==> config.mk <==
export PLATFORM = sky130hd
export DESIGN_NAME = jmm_exec
export DESIGN_NICKNAME = d
export VERILOG_FILES = /design/src/pkg/jmm_pkg.sv /design/src/verilog/jmm_ea_calc.sv /design/src/verilog/jmm_exec.sv
export SDC_FILE = /design/constraint.sdc
export NUM_CORES = 1
export LEC_CHECK = 0
export ABC_AREA = 1
export BUFFER_PORTS_ARGS = -buffer_cell sky130_fd_sc_hd__buf_2
export CAP_MARGIN = 20
export CORE_MARGIN = 8
export CORE_UTILIZATION = 32
export CTS_CLUSTER_SIZE = 30
export DETAILED_ROUTE_END_ITERATION = 7
export GPL_TIMING_DRIVEN = 0
export SETUP_SLACK_MARGIN = 0.4
export SYNTH_ARGS = -nofsm -noshare
export SYNTH_HDL_FRONTEND = slang
export SYNTH_SLANG_ARGS = --single-unit
export TNS_END_PERCENT = 10
==> constraint.sdc <==
create_clock -name i_ref_clk -period 3.8 [get_ports i_ref_clk]
set_clock_uncertainty 0.05 [all_clocks]
set_input_delay 0.19 -clock i_ref_clk [delete_from_list [all_inputs] [get_ports i_ref_clk]]
set_output_delay 0.19 -clock i_ref_clk [all_outputs]
set_load 0.005 [all_outputs]
==> src/pkg/jmm_pkg.sv <==
// jmm_pkg: shared constants and carriers for the jump / modify-memory executor
// assumes a 16-bit word machine with bit 0 as the most significant bit
package jmm_pkg;
   localparam int WORD_W = 16;
   // instruction fields, numbered with bit 0 as msb (vector index = 15 - bit)
   localparam int OPC_HI = 15;          // bit 0
   localparam int OPC_LO = 13;          // bits 0..2 must be zero
   localparam int SUB_HI = 12;          // bit 3
   localparam int SUB_LO = 11;          // bit 4
   localparam int IND_POS = 10;         // bit 5
   localparam int MODE_HI = 9;          // bit 6
   localparam int MODE_LO = 8;          // bit 7
   localparam int DISP_HI = 7;          // bit 8, sign
   localparam int DISP_LO = 0;          // bit 15
   localparam int DISP_W = 8;
   localparam logic [2:0] OPC_GROUP = 3'h0;
   localparam logic [15:0] ZERO_WORD = 16'h0000;
   localparam logic [15:0] ONE_WORD = 16'h0001;

   typedef enum logic [1:0] {
      JMM_JUMP = 2'b00,
      JMM_SUBR = 2'b01,
      JMM_INC = 2'b10,
      JMM_DEC = 2'b11
   } jmm_op_type;

   typedef enum logic [1:0] {
      JMM_PAGE0 = 2'b00,
      JMM_REL = 2'b01,
      JMM_BASE2 = 2'b10,
      JMM_BASE3 = 2'b11
   } jmm_mode_type;

   // memory request carrier
   typedef struct packed {
      logic rd;
      logic wr;
      logic [15:0] addr;
      logic [15:0] wdata;
   } jmm_mem_req_type;
endpackage

==> src/verilog/jmm_ea_calc.sv <==
// jmm_ea_calc: effective address from index mode and displacement
// assumes pc and accumulators are stable while the executor samples the result
`timescale 1ns/10ps
module jmm_ea_calc #(
   parameter int WORD_W = 16
) (
   input wire logic [15:0] i_instr,
   input wire logic [WORD_W-1:0] i_pc,
   input wire logic [WORD_W-1:0] i_acc_two,
   input wire logic [WORD_W-1:0] i_acc_three,
   output logic [WORD_W-1:0] o_ea
);
   logic [WORD_W-1:0] disp_u;
   logic [WORD_W-1:0] disp_s;
   logic [1:0] mode;

   // elaboration check: the sign extension needs room above the displacement
   if (WORD_W <= jmm_pkg::DISP_W) begin : g_width_check
      $error("jmm_ea_calc: WORD_W must exceed the displacement width");
   end

   // unsigned and sign-extended displacement
   assign disp_u = {{(WORD_W-jmm_pkg::DISP_W){1'b0}},
                    i_instr[jmm_pkg::DISP_HI:jmm_pkg::DISP_LO]};
   assign disp_s = {{(WORD_W-jmm_pkg::DISP_W){i_instr[jmm_pkg::DISP_HI]}},
                    i_instr[jmm_pkg::DISP_HI:jmm_pkg::DISP_LO]};
   assign mode = i_instr[jmm_pkg::MODE_HI:jmm_pkg::MODE_LO];

   // base selection and add, modulo word
   always_comb begin
      unique case (mode)
         jmm_pkg::JMM_PAGE0: o_ea = disp_u;         // RQ11 RQ12
         jmm_pkg::JMM_REL: o_ea = i_pc + disp_s;    // RQ10 RQ13
         jmm_pkg::JMM_BASE2: o_ea = i_acc_two + disp_s; // RQ13
         jmm_pkg::JMM_BASE3: o_ea = i_acc_three + disp_s; // RQ13 RQ4
      endcase
   end
endmodule

==> src/verilog/jmm_exec.sv <==
// jmm_exec: executes jump, subroutine jump, increment/decrement-skip instructions
// assumes memory answers a read with o_mem.rd held until i_mem_ack, same for writes
// Functional notes
// RQ1: bits 0-2 zero select this group; bits 3-4 choose the operation.
// RQ2: jump loads the program counter with the effective address.
// RQ3: subroutine jump saves incremented pc in accumulator three, then jumps.
// RQ4: base mode on accumulator three returns to its address plus displacement.
// RQ5: increment op reads the word, adds one, writes it back.
// RQ6: zero result after increment skips the next instruction.
// RQ7: decrement op reads the word, subtracts one, writes it back.
// RQ8: zero result after decrement skips the next instruction.
// RQ9: bit 5 set selects indirect addressing, clear selects direct.
// RQ10: index mode 01 uses the program counter as base.
// RQ11: index mode 00 is page zero, combinable with indirect.
// RQ12: page-zero address equals the unsigned eight-bit displacement.
// RQ13: relative and base modes add a sign-extended eight-bit displacement.
// RQ14: indirect fetches an address word from the effective address first.
// RQ15: increment and decrement wrap at sixteen bits and touch no carry.
`timescale 1ns/10ps
module jmm_exec #(
   parameter int WORD_W = 16
) (
   input wire logic i_ref_clk,
   input wire logic i_rst,
   input wire logic i_ce,
   input wire logic i_start,
   input wire logic [15:0] i_instr,
   input wire logic [WORD_W-1:0] i_pc,
   input wire logic [WORD_W-1:0] i_acc_two,
   input wire logic [WORD_W-1:0] i_acc_three,
   input wire logic [WORD_W-1:0] i_mem_rdata,
   input wire logic i_mem_ack,
   output logic o_busy,
   output logic o_accept,
   output logic o_illegal,
   output jmm_pkg::jmm_mem_req_type o_mem,
   output logic o_pc_load,
   output logic [WORD_W-1:0] o_pc_value,
   output logic o_acc_three_load,
   output logic [WORD_W-1:0] o_acc_three_value,
   output logic o_done
);
   // elaboration check: the datapath is built for one word width
   if (WORD_W != jmm_pkg::WORD_W) begin : g_width_check
      $error("jmm_exec: WORD_W must be 16");
   end

   typedef enum logic [2:0] {
      JMM_IDLE = 3'b000,
      JMM_IND = 3'b001,
      JMM_EXEC = 3'b010,
      JMM_READ = 3'b011,
      JMM_WRITE = 3'b100,
      JMM_JUMP_ST = 3'b101,
      JMM_FIN = 3'b110
   } jmm_state_type;

   // decoding used at start and reported on the accept handshake
   function automatic logic is_group(input logic [15:0] w);
      is_group = (w[jmm_pkg::OPC_HI:jmm_pkg::OPC_LO] == jmm_pkg::OPC_GROUP);
   endfunction

   // increment and decrement both go through memory
   function automatic logic is_mem_op(input jmm_pkg::jmm_op_type o);
      is_mem_op = (o == jmm_pkg::JMM_INC) || (o == jmm_pkg::JMM_DEC);
   endfunction

   jmm_state_type state;
   jmm_state_type next_state;
   logic [15:0] instr;
   logic [15:0] next_instr;
   logic [WORD_W-1:0] ea;
   logic [WORD_W-1:0] next_ea;
   logic [WORD_W-1:0] pc_hold;
   logic [WORD_W-1:0] next_pc_hold;
   logic [WORD_W-1:0] word;
   logic [WORD_W-1:0] next_word;
   jmm_pkg::jmm_mem_req_type next_mem;
   logic next_pc_load;
   logic [WORD_W-1:0] next_pc_value;
   logic next_acc_three_load;
   logic [WORD_W-1:0] next_acc_three_value;
   logic next_done;
   logic next_illegal;
   logic [WORD_W-1:0] ea_calc;
   jmm_pkg::jmm_op_type op;
   // decoded step conditions
   logic take;
   logic refuse;
   logic is_inc;
   logic zero_result;

   jmm_ea_calc #(
      .WORD_W(WORD_W)
   ) u_ea (
      .i_instr(i_instr),
      .i_pc(i_pc),
      .i_acc_two(i_acc_two),
      .i_acc_three(i_acc_three),
      .o_ea(ea_calc)
   );

   assign op = jmm_pkg::jmm_op_type'(instr[jmm_pkg::SUB_HI:jmm_pkg::SUB_LO]); // RQ1
   assign o_busy = (state != JMM_IDLE);
   assign o_accept = take && i_ce;

   // start decode: a group word is taken, any other word is refused
   assign take = (state == JMM_IDLE) && i_start && is_group(i_instr); // RQ1
   assign refuse = (state == JMM_IDLE) && i_start && !is_group(i_instr); // RQ1
   // operation flags of the latched instruction
   assign is_inc = (op == jmm_pkg::JMM_INC);
   assign zero_result = (word == jmm_pkg::ZERO_WORD); // RQ6 RQ8

   // sequencer: next step of the instruction
   always_comb begin
      next_state = state;
      unique case (state)
         JMM_IDLE: begin
            if (take) begin
               if (i_instr[jmm_pkg::IND_POS]) begin // RQ9
                  next_state = JMM_IND; // RQ14
               end else begin
                  next_state = JMM_EXEC;
               end
            end
         end
         JMM_IND: begin
            if (i_mem_ack) begin
               next_state = JMM_EXEC;
            end
         end
         JMM_EXEC: begin
            if (is_mem_op(op)) begin
               next_state = JMM_READ;
            end else begin
               next_state = JMM_JUMP_ST;
            end
         end
         JMM_READ: begin
            if (i_mem_ack) begin
               next_state = JMM_WRITE;
            end
         end
         JMM_WRITE: begin
            if (i_mem_ack) begin
               next_state = JMM_FIN;
            end
         end
         JMM_JUMP_ST: begin
            next_state = JMM_FIN;
         end
         JMM_FIN: begin
            next_state = JMM_IDLE;
         end
         default: begin
            next_state = JMM_IDLE;
         end
      endcase
   end

   // sequencer register, frozen while clock enable is low
   always_ff @(posedge i_ref_clk) begin
      if (i_rst) begin
         state <= JMM_IDLE;
      end else if (i_ce) begin
         state <= next_state;
      end
   end

   // operand latch: instruction, address, pc and modified word
   always_comb begin
      next_instr = instr;
      next_ea = ea;
      next_pc_hold = pc_hold;
      next_word = word;
      // operands are captured on the accepting edge only
      if (take) begin
         next_instr = i_instr;
         next_ea = ea_calc;
         next_pc_hold = i_pc;
      end
      // single-level indirection replaces the address once
      if (state == JMM_IND && i_mem_ack) begin
         next_ea = i_mem_rdata; // RQ14
      end
      if (state == JMM_READ && i_mem_ack) begin
         if (is_inc) begin
            next_word = i_mem_rdata + jmm_pkg::ONE_WORD; // RQ5 RQ15
         end else begin
            next_word = i_mem_rdata - jmm_pkg::ONE_WORD; // RQ7 RQ15
         end
      end
   end

   // operand registers
   always_ff @(posedge i_ref_clk) begin
      if (i_rst) begin
         instr <= jmm_pkg::ZERO_WORD;
         ea <= '0;
         pc_hold <= '0;
         word <= '0;
      end else if (i_ce) begin
         instr <= next_instr;
         ea <= next_ea;
         pc_hold <= next_pc_hold;
         word <= next_word;
      end
   end

   // memory request: rd or wr stands until its ack edge
   always_comb begin
      next_mem = o_mem;
      unique case (state)
         JMM_IDLE: begin
            if (take && i_instr[jmm_pkg::IND_POS]) begin
               next_mem.rd = 1'b1; // RQ14
               next_mem.addr = ea_calc;
            end
         end
         JMM_IND: begin
            if (i_mem_ack) begin
               next_mem.rd = 1'b0;
            end
         end
         JMM_EXEC: begin
            if (is_mem_op(op)) begin
               next_mem.rd = 1'b1; // RQ5 RQ7
               next_mem.addr = ea;
            end
         end
         JMM_READ: begin
            if (i_mem_ack) begin
               next_mem.rd = 1'b0;
               next_mem.wr = 1'b1;
               next_mem.wdata = next_word;
            end
         end
         JMM_WRITE: begin
            if (i_mem_ack) begin
               next_mem.wr = 1'b0;
            end
         end
         default: begin
            next_mem = o_mem;
         end
      endcase
   end

   // memory request register
   always_ff @(posedge i_ref_clk) begin
      if (i_rst) begin
         o_mem <= '0;
      end else if (i_ce) begin
         o_mem <= next_mem;
      end
   end

   // results: pc and accumulator loads, done and refusal pulses
   always_comb begin
      next_pc_load = 1'b0;
      next_pc_value = o_pc_value;
      next_acc_three_load = 1'b0;
      next_acc_three_value = o_acc_three_value;
      next_done = (state == JMM_FIN);
      next_illegal = refuse; // RQ1
      // return address is saved one cycle ahead of the jump
      if (state == JMM_EXEC && op == jmm_pkg::JMM_SUBR) begin
         next_acc_three_load = 1'b1; // RQ3
         next_acc_three_value = pc_hold + jmm_pkg::ONE_WORD;
      end
      if (state == JMM_JUMP_ST) begin
         next_pc_load = 1'b1; // RQ2 RQ3 RQ4
         next_pc_value = ea;
      end
      // modify ops resume after the instruction, one further on zero
      if (state == JMM_WRITE && i_mem_ack) begin
         next_pc_load = 1'b1;
         if (zero_result) begin
            next_pc_value = pc_hold + jmm_pkg::ONE_WORD + jmm_pkg::ONE_WORD; // RQ6 RQ8
         end else begin
            next_pc_value = pc_hold + jmm_pkg::ONE_WORD;
         end
      end
   end

   // result registers
   always_ff @(posedge i_ref_clk) begin
      if (i_rst) begin
         o_pc_load <= 1'b0;
         o_pc_value <= '0;
         o_acc_three_load <= 1'b0;
         o_acc_three_value <= '0;
         o_done <= 1'b0;
         o_illegal <= 1'b0;
      end else if (i_ce) begin
         o_pc_load <= next_pc_load;
         o_pc_value <= next_pc_value;
         o_acc_three_load <= next_acc_three_load;
         o_acc_three_value <= next_acc_three_value;
         o_done <= next_done;
         o_illegal <= next_illegal;
      end
   end
endmodule

==> results.md <==
* Skew-Pair Late Insertion Delay at 420 ps
* Largest net degree at the start of global routing at 17
* ANT cells at 0
* Worst path cell trace: nand2_1, ha_1, nand3_1, nand2_1, a21oi_1, o21ai_0, nand3_1, nand3b_1, nand3_1, o211ai_1, inv_1
* Main synth FF type: dfxtp_1
* Worst Hold Class: input port to flip-flop
* DP HPWL at 21900 um
* YS warnings at 0
* Synth Area in Compound Gates at 0.227
* CTS Buf Count at 17
* Crit path launch: instr[12]$_SDFFE_PP0P_
* Post-Synth Simple-Gate Area at 0.271
* Yosys top cell by area: dfxtp_1
* I/O pin cnt at 157
* Die Y at 170 um
* CTS max path bufs at 2
* Root buf cell: clkbuf_16
* Fin util at 0.401
* Post-Route WL at 26300 um
* Rel. slew slack at 0.529
* CP Data Required Time at 4060 ps
* Synth Area in Adders at 0.0581
* CTS tree: built
* Worst r2r src: instr[12]$_SDFFE_PP0P_
* Final worst path period need at 3050 ps
* TritonRoute pass-1 iters at 5
* Final #Nets at 1408
* Vias in the first global route at 7748
* CP Depth at 11
* Slowest cell on the critical path: ha_1
* Storage cell area at 2460 um^2
* Tightest Pin Transition at 705 ps
* TNS Setup at 0 ps
* Fraction of layout cells with a size suffix above 1 at 0.193
* Total number of vias at 7877
* Synth Net Count at 1235
* Starting DRC count in detailed routing at 533
* Max Cap Violations at 0
* DR DRC count at 0
* FMAX at 327 MHz
* Post-synthesis cell area at 7580 um^2
* Yosys reg bits at 123
* Average wire per cell in the routed design at 16.2 um
* Number of antenna violations at the first check in global routing at 0
* Die footprint at 28900 um^2
* Area delta synth->final at 23.4%
* Layout filler cell count at 2490
* Input/output buffers at 152
* XOR/XNOR share of the synthesized area at 0.0307
* Antenna viol nets, final at 0
* Maximum fanout along the worst path at 16
* H-tree Lvls at 4
* Hold Violations, Final at 0
* Area share of the largest cell type after synthesis at 0.325
* Status: finished, final reports clean
* Area of the multi-input gates at 4460 um^2
* Critical path's most frequent cell: nand3_1
* Max-slew violations at 0
* Distinct cells, synth at 49
* Sequential area share after synthesis at 0.325
* CP arrival at 3320 ps
* Post-synthesis mux area share at 0.00264
* Worst Path Class, Setup: flip-flop to flip-flop
* Via density at 4.87
* Clock transition at the registers of the reported paths at 60 ps
* Post-Synthesis Cells at 1116
* Gr ovfl total at 0
* Setup repair bufs after CTS at 0
* P_leak at 4.34 nW
* Period utilisation layout at 0.804
* CTS Hold Bufs at 2
* Worst Setup EP: word[15]$_SDFFE_PP0P_
* Core area at 23300 um^2
* PD cells at 420 nW/um^2
* First-pass GRT wire length at 41200 um
* CP max stage delay at 560 ps
* RSZ-0062 raised after global routing: no
* Crit start category: flip-flop
* Post_cts resized at 0
* FF-to-FF setup slack at 750 ps
* Post-synthesis async set-or-reset flop share at 0
* VDD IR max at 0.000286 V
* Synth top area cells: dfxtp_1 (33%), nand2_1 (11%), a21oi_1 (9.4%)
* Clock sinks at 123
* Reg2reg end: word[15]$_SDFFE_PP0P_
* # rows at 56
* Largest family of logic cells by synthesized area: simple AND/OR/NAND/NOR gates
* Initial Util at 0.325
* Crit path buffers/inverters at 1
* Width of the die at 170 um
* EDFF count, synth at 0
* Reg2Reg Depth at 11
* Cell family with most CP delay: simple AND/OR/NAND/NOR gates
* Total GRT Usage at 0.182
* Gpl congestion at 0.938
* Final Setup Violations at 0
* Synth Area per Inst at 6.79 um^2
* Endpoint class of the critical path: flip-flop
[layer usage]
layer  up-vias  part of all wire  global-route usage  wire (um)
li1       4092                 -                   -          -
met1      3507              0.46               0.231      12200
met2       238              0.44               0.294      11600
met3        40             0.062              0.0447       1620
met4         0             0.031              0.0708        826
met5         -                 0                   0          0
[cell usage in the layout (no fill, tap or decap), types with 3 or more instances in the layout]
| cell | netlist | final |
|---|---|---|
| a211oi_1 | 3 | 3 |
| a21o_1 | 3 | 3 |
| a21oi_1 | 142 | 142 |
| a21oi_2 | 3 | 3 |
| buf_2 | 14 | 166 |
| buf_4 | 5 | 5 |
| bufinv_16 | 0 | 3 |
| clkbuf_1 | 26 | 27 |
| clkbuf_16 | 0 | 17 |
| clkbuf_8 | 0 | 3 |
| clkinv_1 | 3 | 3 |
| clkinv_2 | 1 | 7 |
| dfxtp_1 | 123 | 123 |
| ha_1 | 32 | 32 |
| inv_1 | 97 | 97 |
| inv_2 | 11 | 11 |
| nand2_1 | 221 | 221 |
| nand2_2 | 3 | 3 |
| nand2_4 | 3 | 3 |
| nand3_1 | 51 | 51 |
| nand3_2 | 3 | 3 |
| nand4_1 | 14 | 14 |
| nor2_1 | 124 | 124 |
| nor2_2 | 11 | 11 |
| nor3_1 | 26 | 26 |
| o211a_1 | 7 | 7 |
| o211ai_1 | 16 | 16 |
| o21a_1 | 6 | 6 |
| o21ai_0 | 84 | 84 |
| o21ai_1 | 13 | 13 |
| o21bai_1 | 5 | 5 |
| o22ai_1 | 15 | 15 |
| xnor2_1 | 7 | 7 |
| xor2_1 | 14 | 14 |
| xor2_2 | 3 | 3 |
[flip-flops by register name, summed over array words and instances (netlist names)]
| name | count |
|---|---|
| o_mem | 34 |
| ea | 16 |
| o_acc_three_value | 16 |
| o_pc_value | 16 |
| pc_hold | 16 |
| word | 16 |
| state | 3 |
| instr | 2 |
| o_acc_three_load | 1 |
| o_done | 1 |
| o_illegal | 1 |
| o_pc_load | 1 |
[through the flow]
step | instance area, um^2 | hold WS, ps | worst slack (ps) | power, mW | instances
after CTS | 9350 | 0.241 | 717 | 3.95 | 1619
after global routing | 9350 | 16.5 | 530 | 4.11 | 1619
after floorplan | 7580 | 275 | 1120 | 2.00 | 1116
final | 9350 | 9.43 | 746 | 3.93 | 1619
after global placement | 8740 | 401 | 574 | 2.29 | 1587
after detailed placement | 8740 | 406 | 568 | 2.30 | 1587
[worst min-delay path, delay by kind of cell]
family                 cells  cell delay, ps
and+or+nand+nor            2             140
buffers and inverters      1             110
[power by group]
part	internal, mW	switching (mW)	total [mW]
clock network	1.07	0.583	1.65
logic	0.305	0.556	0.861
registers	1.36	0.0598	1.42
total	2.73	1.20	3.93
[area by class of cell]
type                       count  area share
inverter                     112      0.0451
clock inverter                 9      0.0129
timing repair buffer         154      0.0835
tap                          319      0.0427
multi-input combinational    834       0.478
clock buffer                  21      0.0503
buffer                        47      0.0244
sequential                   123       0.263
[cells in the mapped netlist (15+ instances only)]
library cell and instances:
nor3_1 26, inv_1 97, a21oi_1 142, o21ai_0 84, dfxtp_1 123, o22ai_1 15, clkbuf_1 26, nor2_1 124
o211ai_1 16, nand2_1 221, nand3_1 51, ha_1 32
[how the worst min path moves through the flow]
stage	startpoint	to	slack, ps	cells past startpoint
6_report	i_instr[12]	instr[12]$_SDFFE_PP0P_	9	3
5_1_grt	i_pc[15]	pc_hold[15]$_SDFFE_PP0P_	20	3
4_1_cts	i_mem_rdata[2]	ea[2]$_SDFFE_PP0P_	0.2	3
3_5_place_dp	o_pc_value[6]$_SDFFE_PP0P_	o_pc_value[6]$_SDFFE_PP0P_	410	2
3_3_place_gp	o_pc_value[9]$_SDFFE_PP0P_	o_pc_value[9]$_SDFFE_PP0P_	400	2
2_1_floorplan	i_pc[15]	pc_hold[15]$_SDFFE_PP0P_	270	2
[cells by family (layout without fill, tap and decap cells)]
family	count (synthesis)	count (layout)
muxes	2	2
DFF	123	123
buffers and inverters	159	343
and+or+nand+nor	468	468
AOI/OAI and AO/OA	306	306
adders and majority gates	34	34
xor gates and xnor gates	24	24
Note: power is estimated with default switching activity, not from simulation.
